<file path="config.mk">
export PLATFORM = sky130hd
export DESIGN_NAME = mqf_flags
export DESIGN_NICKNAME = d
export VERILOG_FILES = /design/src/mqf_flags.v
export VERILOG_INCLUDE_DIRS = /design/src
export SDC_FILE = /design/constraint.sdc
export NUM_CORES = 2
export LEC_CHECK = 0
export ABC_AREA = 1
export BUFFER_PORTS_ARGS = -buffer_cell sky130_fd_sc_hd__buf_4
export CAP_MARGIN = 40
export CELL_PAD_IN_SITES_DETAIL_PLACEMENT = 1
export CELL_PAD_IN_SITES_GLOBAL_PLACEMENT = 1
export CORE_AREA = 2 2 360 362
export DETAILED_ROUTE_END_ITERATION = 10
export DIE_AREA = 0 0 362 364
export MAX_ROUTING_LAYER = met4
export PLACE_DENSITY_LB_ADDON = 0.1
export SLEW_MARGIN = 20
export SYNTH_ARGS = -nofsm -noshare
export SYNTH_HDL_FRONTEND = slang
export SYNTH_SLANG_ARGS = --single-unit
</file>
<file path="constraint.sdc">
create_clock -name clk_sys_in -period 11.99 [get_ports clk_sys_in]
set_input_delay 0.5995 -clock clk_sys_in [delete_from_list [all_inputs] [get_ports clk_sys_in]]
set_output_delay 0.5995 -clock clk_sys_in [all_outputs]
set_load 0.02 [all_outputs]
</file>
<file path="src/mqf_defs.vh">
// Constants for the multi-queue flag boundary logic.
// Assumes inclusion by mqf_flags.v and by the checker, host model and testbench; holds definitions only.
`ifndef MQF_DEFS_VH
`define MQF_DEFS_VH
`define MQF_NQ          32
`define MQF_QW          5
`define MQF_CW          16
`define MQF_DEPTH       16'h0400
`define MQF_OFS_LO      16'h0008
`define MQF_OFS_HI      16'h0080
`define MQF_ONE         16'h0001
`define MQF_ZERO        16'h0000
`define MQF_BUS_W       8
`define MQF_BW_36       2'h0
`define MQF_BW_18       2'h1
`define MQF_BW_9        2'h2
`define MQF_SH_X2       2'h1
`define MQF_SH_X4       2'h2
`define MQF_RPT_CYC     5'h00
`endif

</file>
<file path="src/mqf_flags.v">
// Flag boundary logic of a multi-queue FIFO: valid, full and almost-full flags.
// Assumes write and read strobes share clk_sys_in; skew inputs come from port timing logic.
`timescale 1ns/1ps
`include "mqf_defs.vh"

module mqf_flags (
  // Clock and reset
  input  wire                      clk_sys_in,
  input  wire                      rst_n_in,
  // Configuration
  input  wire [1:0]                in_width_in,
  input  wire [1:0]                out_width_in,
  input  wire                      packet_mode_in,
  input  wire                      default_offset_select_in,
  input  wire                      use_default_in,
  input  wire [`MQF_CW-1:0]        prog_offset_in,
  // Write port
  input  wire                      wr_en_in,
  input  wire [`MQF_QW-1:0]        wr_queue_in,
  input  wire                      wr_switch_in,
  // Read port
  input  wire                      rd_en_in,
  input  wire [`MQF_QW-1:0]        rd_queue_in,
  input  wire                      rd_switch_in,
  // Skew window violation indications
  input  wire                      full_valid_skew_window_in,
  input  wire                      almost_flag_skew_window_in,
  input  wire                      flag_bus_skew_window_in,
  input  wire                      packet_skew_window_in,
  // Flags, all active low
  output reg                       output_valid_flag_n_out,
  output reg                       queue_full_flag_n_out,
  output reg                       almost_full_flag_n_out,
  output reg  [`MQF_BUS_W-1:0]     almost_full_bus_bit_n_out
);

  reg  [`MQF_CW+2:0]  cnt_r [0:`MQF_NQ-1];
  reg                 shared_r [0:`MQF_NQ-1];
  reg  [`MQF_CW-1:0]  offset_r;
  reg                 strap_done_r;
  reg                 wsw_r;
  reg                 af_pend_r;
  reg                 af_st1_r;
  reg                 af_st2_r;
  reg                 bus_pend_r;
  reg                 ov_pend_r;

  wire [1:0]          shamt = (in_width_in == `MQF_BW_18) ? `MQF_SH_X2 :
                              (in_width_in == `MQF_BW_9)  ? `MQF_SH_X4 : 2'h0;
  wire                narrow_out = (out_width_in != `MQF_BW_36);
  wire                sw_busy = wr_switch_in | wsw_r;
  wire                wr_go = wr_en_in & queue_full_flag_n_out;
  wire                rd_go = rd_en_in & ~output_valid_flag_n_out;
  wire                wq_shared = shared_r[wr_queue_in] & ~narrow_out;
  wire [`MQF_CW+2:0]  full_lvl;
  wire [`MQF_CW+2:0]  af_lvl;
  wire [`MQF_CW+2:0]  wcnt = cnt_r[wr_queue_in];
  wire [`MQF_CW+2:0]  wcnt_nxt;
  wire [`MQF_CW+2:0]  rcnt = cnt_r[rd_queue_in];
  wire                same_q = (wr_queue_in == rd_queue_in);
  wire                ov_skew = packet_mode_in ? packet_skew_window_in
                                               : full_valid_skew_window_in;

  // Boundaries per bus pairing.
  assign full_lvl = ({3'h0, `MQF_DEPTH} + (wq_shared ? `MQF_ONE : `MQF_ZERO)) << shamt;
  assign af_lvl   = ({3'h0, `MQF_DEPTH} + (wq_shared ? `MQF_ONE : `MQF_ZERO)
                     - {3'h0, offset_r}) << shamt;
  assign wcnt_nxt = wcnt + (wr_go ? {{`MQF_CW+2{1'b0}}, 1'b1} : {`MQF_CW+3{1'b0}})
                    - ((rd_go & same_q) ? {{`MQF_CW+2{1'b0}}, 1'b1} : {`MQF_CW+3{1'b0}});

  // Offset strap taken in the first clock after reset release.
  always @(posedge clk_sys_in or negedge rst_n_in) begin
    if (!rst_n_in) begin
      offset_r     <= `MQF_OFS_LO;
      strap_done_r <= 1'b0;
    end else if (!strap_done_r) begin
      strap_done_r <= 1'b1;
      offset_r     <= use_default_in ?
                      (default_offset_select_in ? `MQF_OFS_HI : `MQF_OFS_LO) : prog_offset_in;
    end
  end

  // Per-queue occupancy counts, tracked for every queue.
  genvar gi;
  generate
    for (gi = 0; gi < `MQF_NQ; gi = gi + 1) begin : g_q
      wire wr_q = wr_go & (wr_queue_in == gi);
      wire rd_q = rd_go & (rd_queue_in == gi);
      always @(posedge clk_sys_in or negedge rst_n_in) begin
        if (!rst_n_in) begin
          cnt_r[gi]    <= {`MQF_CW+3{1'b0}};
          shared_r[gi] <= 1'b0;
        end else begin
          if (wr_q & ~rd_q)
            cnt_r[gi] <= cnt_r[gi] + {{`MQF_CW+2{1'b0}}, 1'b1};
          else if (rd_q & ~wr_q)
            cnt_r[gi] <= cnt_r[gi] - {{`MQF_CW+2{1'b0}}, 1'b1};
          if (wr_q && cnt_r[gi] == {`MQF_CW+3{1'b0}})
            shared_r[gi] <= (rd_queue_in == gi);
        end
      end
    end
  endgenerate

  // Full flag: asserted on the filling edge, released after the read.
  always @(posedge clk_sys_in or negedge rst_n_in) begin
    if (!rst_n_in) begin
      queue_full_flag_n_out <= 1'b1;
    end else if (wcnt_nxt >= full_lvl && (wr_go || !sw_busy)) begin
      queue_full_flag_n_out <= 1'b0;
    end else if (!sw_busy && !full_valid_skew_window_in) begin
      queue_full_flag_n_out <= 1'b1;
    end
  end

  // Output valid: low one or two cycles after first write, high on emptying read.
  always @(posedge clk_sys_in or negedge rst_n_in) begin
    if (!rst_n_in) begin
      output_valid_flag_n_out <= 1'b1;
      ov_pend_r               <= 1'b0;
    end else if (rd_go && rcnt == {{`MQF_CW+2{1'b0}}, 1'b1} && !(wr_go && same_q)) begin
      output_valid_flag_n_out <= 1'b1;
      ov_pend_r               <= 1'b0;
    end else if (output_valid_flag_n_out && (rcnt != {`MQF_CW+3{1'b0}} || ov_pend_r)) begin
      if (ov_skew && !ov_pend_r) begin
        ov_pend_r <= 1'b1;
      end else begin
        output_valid_flag_n_out <= 1'b0;
        ov_pend_r               <= 1'b0;
      end
    end
  end

  // Almost-full: two-stage pipeline from the write edge, new queue on third edge for the flag, from second edge for the bus bits.
  always @(posedge clk_sys_in or negedge rst_n_in) begin
    if (!rst_n_in) begin
      wsw_r                     <= 1'b0;
      af_st1_r                  <= 1'b0;
      af_st2_r                  <= 1'b0;
      af_pend_r                 <= 1'b0;
      bus_pend_r                <= 1'b0;
      almost_full_flag_n_out    <= 1'b1;
      almost_full_bus_bit_n_out <= {`MQF_BUS_W{1'b1}};
    end else begin
      wsw_r    <= wr_switch_in;
      af_st1_r <= (wcnt_nxt >= af_lvl);
      af_st2_r <= af_st1_r;
      if (!sw_busy) begin
        if (!af_st1_r) begin
          if (almost_flag_skew_window_in && !af_pend_r) begin
            af_pend_r <= 1'b1;
          end else begin
            almost_full_flag_n_out <= 1'b1;
            af_pend_r              <= 1'b0;
          end
        end else if (af_st2_r) begin
          almost_full_flag_n_out <= 1'b0;
          af_pend_r              <= 1'b0;
        end
      end
      if (!wr_switch_in) begin
        if (!af_st1_r) begin
          if (flag_bus_skew_window_in && !bus_pend_r) begin
            bus_pend_r <= 1'b1;
          end else begin
            almost_full_bus_bit_n_out[wr_queue_in[2:0]] <= 1'b1;
            bus_pend_r                                  <= 1'b0;
          end
        end else if (af_st2_r) begin
          almost_full_bus_bit_n_out[wr_queue_in[2:0]] <= 1'b0;
          bus_pend_r                                  <= 1'b0;
        end
      end
    end
  end

endmodule // mqf_flags

</file>
Word level (Yosys, flattened, before mapping)
Index checks and enable logic that the tools add are counted.
Widths: inputs -> output; s select.
- shift operators: 2
- mux-type cells: 101
- reductions and logical operators: 125
- $lt $le $gt $ge: 6
- eq/ne operators: 70
- bitwise gates (word level): 206
- add/sub/neg operators: 68
- operators with widths (operator ; count):
    $mux 19 ; 68
    $add 19x1->19 const B ; 32
    $logic_not 19->1 ; 32
    $sub 19x1->19 const B ; 32
    $bmux 19 s5 ; 2
    $eq 5x5->1 const B ; 32
    $and 1x1->1 ; 132
    $eq 5x4->1 const B ; 16
    $reduce_bool 2->1 ; 35
    $not 1->1 ; 68
    $logic_and 1x1->1 ; 42
    $eq 5x3->1 const B ; 8
    $ge 19x19->1 ; 2
    $shl 19x2->19 ; 2
    $mux 8 ; 4
    $mux 1 ; 22
    $eq 5x2->1 const B ; 4
    $add 19x1->19 ; 1
    $eq 19x1->1 const B ; 1
    $reduce_bool 19->1 ; 1
    $sub 19x1->19 ; 1
    $sub 12x16->17 ; 1
    $mux 16 ; 1
    $add 11x1->12 const A ; 1
    other kinds (22) ; 38
- output and inout bits: 11
- flip-flop bits (word level): 674
- input bits: 43
- logic and storage cells: 654

Logic depth before layout (Yosys ltp)
- depth in word-level cells: 11
- depth in mapped cells: 35
- depth with buffers taken out: 33

Worst setup path before layout
No wires, ideal clock.
- path type: input port to flip-flop
- start: input wr_queue_in[1]
- end: register af_st1_r
- data required time: 11922 ps
- path buffers: 4
- data arrival time: 4925 ps
- stages: 31
- path slack: 6997 ps
- library setup time: 68 ps
- cells stage by stage: buf_4 nand2_1 buf_2 buf_2 buf_2 o22ai_1 a221oi_1 o21ai_0 o32ai_1 ha_1 inv_1 ha_1 inv_1 fa_1 nand3b_1 nand2_1 nand2_1 nand2_1 nand3_1 nand3_1 nand2_1 ha_1 nand2_1 inv_1 nand2_1 or4_1 nor2_1 nand3_1 nor2_1 nor2_1 nand3_1
- word-level cells in the longest chain between the ends: 10
- elaborated cells between the ends (all ways): 18
- classes of those cells: add/sub (4); order compare (1); eq/ne (1); shift (1); mux (8); bitwise (3)
- RTL lines (item ; line ; text):
    from (decl) ; mqf_flags.v:19 ; input wire [`MQF_QW-1:0] wr_queue_in,
    $not 5->6 (not written as such) ; mqf_flags.v:54, mqf_flags.v:57 ;
    $bmux 1 s5 ; mqf_flags.v:54 ; wire wq_shared = shared_r[wr_queue_in] & ~narrow_out;
    $mux 1 (not written as such) (2 in series) ; mqf_flags.v:54 ;
    $and 1x1->1 ; mqf_flags.v:54 ;
    $mux 1 (no line) ; - ;
    $add 11x1->12 ; mqf_flags.v:66 ; assign af_lvl = ({3'h0, `MQF_DEPTH} + (wq_shared ? `MQF_ONE : `MQF_ZERO)
    $sub 12x16->17 ; mqf_flags.v:66 ;
    $shl 19x2->19 ; mqf_flags.v:66 ;
    $ge 19x19->1 * ; mqf_flags.v:146 ; af_st1_r <= (wcnt_nxt >= af_lvl);
    to (signal assigned) ; mqf_flags.v:146 ;
    to (decl) ; mqf_flags.v:43 ; reg af_st1_r;
Every way passes the cells marked *; elsewhere a longest branch is shown, timed or not. The select of a mux whose other input is x is not followed.
A chain may end at the register's enable or synchronous reset.

Worst setup path in the final report
- start: input wr_queue_in[0]
- end: register af_st1_r
Same word-level chain as after synthesis.

==> results.tsv <==
metric	value	unit
hold endpoint	wsw_r	
min cycle time layout	6.631	ns
Data arrival, critical path	7.28	ns
post-route met1 wirelength	110700	um
Final Slew Violations	0	
vias in the first global route	68874	
DRC Markers	0	
WP buf/inv	5	
row cnt	132	
vias per cell	6.146	
final net count	10054	
number of library cell types mapped by synthesis	50	
worst-path maximum fanout	63	
Comb pwr share	0.604	
TritonCTS buffer count	89	
GRT Total Usage	0.3916	
TritonCTS clock tree	done	
post-synth top area share	0.2604	
Post-Syn Nets	10084	
routed via count	68259	
sw frac	0.5225	
Yosys Warn Count	0	
Mapped Area	63610	sq um
setup violators final	0	
I/O pin count	54	
core area	128300	sq um
Top Layer Used	met4	
R2R Path End	af_st1_r	
drt pass-1 iters	7	
Clock power frac	0.150	
DR iter-0 viols	5521	
worst skew pair latency	0.73	ns
Layout Skew	0.03239	ns
H-tree Lvls	3	
Max-Cap Viols	0	
Most Frequent Cell on Critical Path	nand2_1	
P&R area growth vs syn	8.015	%
final wirelength	255800	um
met2 wire length	115000	um
Sequential Power Share	0.245	
worst setup path class	input port to register	
synthesized instance count	9385	
Antenna Nets Post-Route	0	
Setup crit start kind	input port	
reg2reg setup slack	6.26	ns
CP Data Required Time	12.63	ns
Seq/Total Area, Yosys	0.2654	
RSZ-0062 raised after global routing	false	
largest net degree at the start of global routing	154	
Design Power	17990	uW
RD Place Congestion	1.029	
cell taking the most area after synthesis	dfrtp_1	
commonest register cell after synthesis	dfrtp_1	
Final Hold Fails	0	
Die W	362	um
Root Driver	clkbuf_16	
ys async rst share	1.000	
CP delay by family, top	simple AND/OR/NAND/NOR gates	
worst r2r src	cnt_r[19]	
Hold Crit Class	input port to register	
Final HPWL DP	195700	um
peak supply drop	0.1355	mV
register bit total from synthesis	674	
Pint	8589	uW
hold_sp	wr_switch_in	
relative slew slack	0.1477	
Die ar.	131800	sq um
first-pass GRT wire length	395000	um
number of synthesized flops with an enable pin	0	
CTS max path bufs	3	
setup bufs post-CTS	0	
gr ovfl total	0	
Slowest-stage cell, CP	o21ai_0	
met3 WL	18300	um
Net Switching	9400	uW
endpoint class of the critical path	register	
Fmax	150.8	MHz
run status	finished, final reports clean	
syn_area_per_cell	6.778	sq um
TNS Setup	0	ns
Leak Pwr	0.03189	uW
fraction of final layout cells sized beyond drive strength 1	0.05093	
Port-buffer cells	52	
Reg2Reg Depth	28	
Worst-Margin Slew	1.278	ns
Vert. Die Dim	364	um
Initial Util	0.4957	
initial antenna violation count	8	
CP peak stage delay	0.85	ns
average wire per standard cell	23.03	um
clock-pin slew on the worst setup and hold paths	0.06	ns
PD cells	261.8	nW/um^2
CTS Sinks	674	
fin crit share	0.5530	
main area contributors after synthesis	dfrtp_1, ha_1, nand2_1	
hold path depth	1	
placed cells by master (no fill, tap or decap), drive strengths merged, types with 120 or more instances in the layout:
master | Yosys | layout
o21ai | 1095 | 1095
nor3 | 135 | 135
ha | 623 | 623
nand4 | 166 | 166
nand2 | 2047 | 2047
inv | 1144 | 1148
buf | 68 | 139
xor2 | 126 | 126
nand3 | 543 | 543
nor2 | 595 | 595
clkbuf | 193 | 120
a21oi | 936 | 936
o22ai | 196 | 196
dfrtp | 662 | 662
or2 | 128 | 128
layout make-up:
class | instances | area [sq um]
Antenna cell | 7 | 17.52
Fill cell | 17118 | 59620
Inverter | 1159 | 4350
Multi-Input combinational cell | 7291 | 41390
Tap cell | 1675 | 2096
Clock inverter | 40 | 327.8
Timing Repair Buffer | 140 | 1174
Sequential cell | 674 | 16880
Clock buffer | 120 | 2475
cell usage after synthesis, types with 20 or more instances:
library cell and instances:
a21o_1 38, a21oi_1 936, a221oi_1 20, a22oi_1 55, a31oi_1 43, and2_1 37
buf_2 58, clkbuf_1 192, dfrtp_1 662, fa_1 33, ha_1 623, inv_1 1139
mux2_2 39, nand2_1 2045, nand3_1 543, nand4_1 166, nor2_1 591, nor3_1 135
nor4_1 66, o21a_1 33, o21ai_0 1091, o21bai_1 70, o22ai_1 196, o31ai_1 69
or2_2 128, xnor2_1 108, xor2_1 126
routing by layer:
layer | global-route usage | vias to the layer above
li1 | - | 32005
met1 | 0.4970 | 33595
met2 | 0.6175 | 2114
met3 | 0.07021 | 545
met4 | 0.1572 | 0
met5 | - | -
cell families (layout without fill, tap and decap cells):
logic type / count (synthesis) / count (layout) / share of synthesized area
AOI/OAI and AO/OA: 2613 / 2613 / 0.2247
xor gates and xnor gates: 234 / 234 / 0.03222
adders and majority gates: 656 / 656 / 0.1329
buffers and inverters: 1420 / 1459 / 0.08507
DFF: 674 / 674 / 0.2654
muxes: 50 / 50 / 0.008635
other: 1 / 8 / 0.00005895
and+or+nand+nor: 3737 / 3737 / 0.2510
power by group through the flow:
stage | combinational, uW | clock (uW) | sequential [uW]
after floorplan | 7860 | 0 | 3910
after global placement | 10100 | 0 | 4340
after detailed placement | 10600 | 0 | 4400
after CTS | 10700 | 2730 | 4370
after global routing | 12200 | 2800 | 4520
final | 10900 | 2700 | 4420
how the worst max path moves through the flow:
stage	startpoint	to	slack, ns	depth (start not counted)
2_1_floorplan	wr_queue_in[1]	af_st1_r	7.00	31
3_3_place_gp	wr_queue_in[1]	af_st1_r	4.67	27
3_5_place_dp	wr_queue_in[0]	af_st1_r	4.85	31
4_1_cts	wr_queue_in[0]	af_st1_r	5.57	31
5_1_grt	wr_queue_in[0]	af_st1_r	5.08	31
6_report	wr_queue_in[0]	af_st1_r	5.36	27
sequential cells by signal, summed over array words and instances, names as in the netlist, named ones only:
name / cells
cnt_r: 608
shared_r: 32
offset_r: 16
af_pend_r: 1
af_st1_r: 1
af_st2_r: 1
almost_full_flag_n_out: 1
bus_pend_r: 1
output_valid_flag_n_out: 1
ov_pend_r: 1
queue_full_flag_n_out: 1
strap_done_r: 1
wsw_r: 1
worst register-to-register path: cells and delay by family, from the launching register on:
kind            cells  cell delay (ns)
buf+inv             5             0.68
flops               1             0.52
fa+ha+maj           4             1.25
simple gates       15             1.90
compound gates      4             1.32
stage by stage:
stage               setup WS [ns]  hold WS, ns  instance area (sq um)    util  instances
finish                      5.359      0.03934                  68710  0.5354      11106
global placement            4.669       0.4650                  65550  0.5108      10908
floorplan                   6.997       0.3039                  63610       -       9385
global route                5.083      0.02071                  68710  0.5354      11106
CTS                         5.572    0.0004896                  68570  0.5343      11083
detailed placement          4.846       0.4783                  65750  0.5124      10922
what timing repair did:
item,in CTS,in global routing
hold buffers,1,0
resized for setup,0,0
endpoints found under the hold margin,64,0
(Power assumes the default switching activity.)
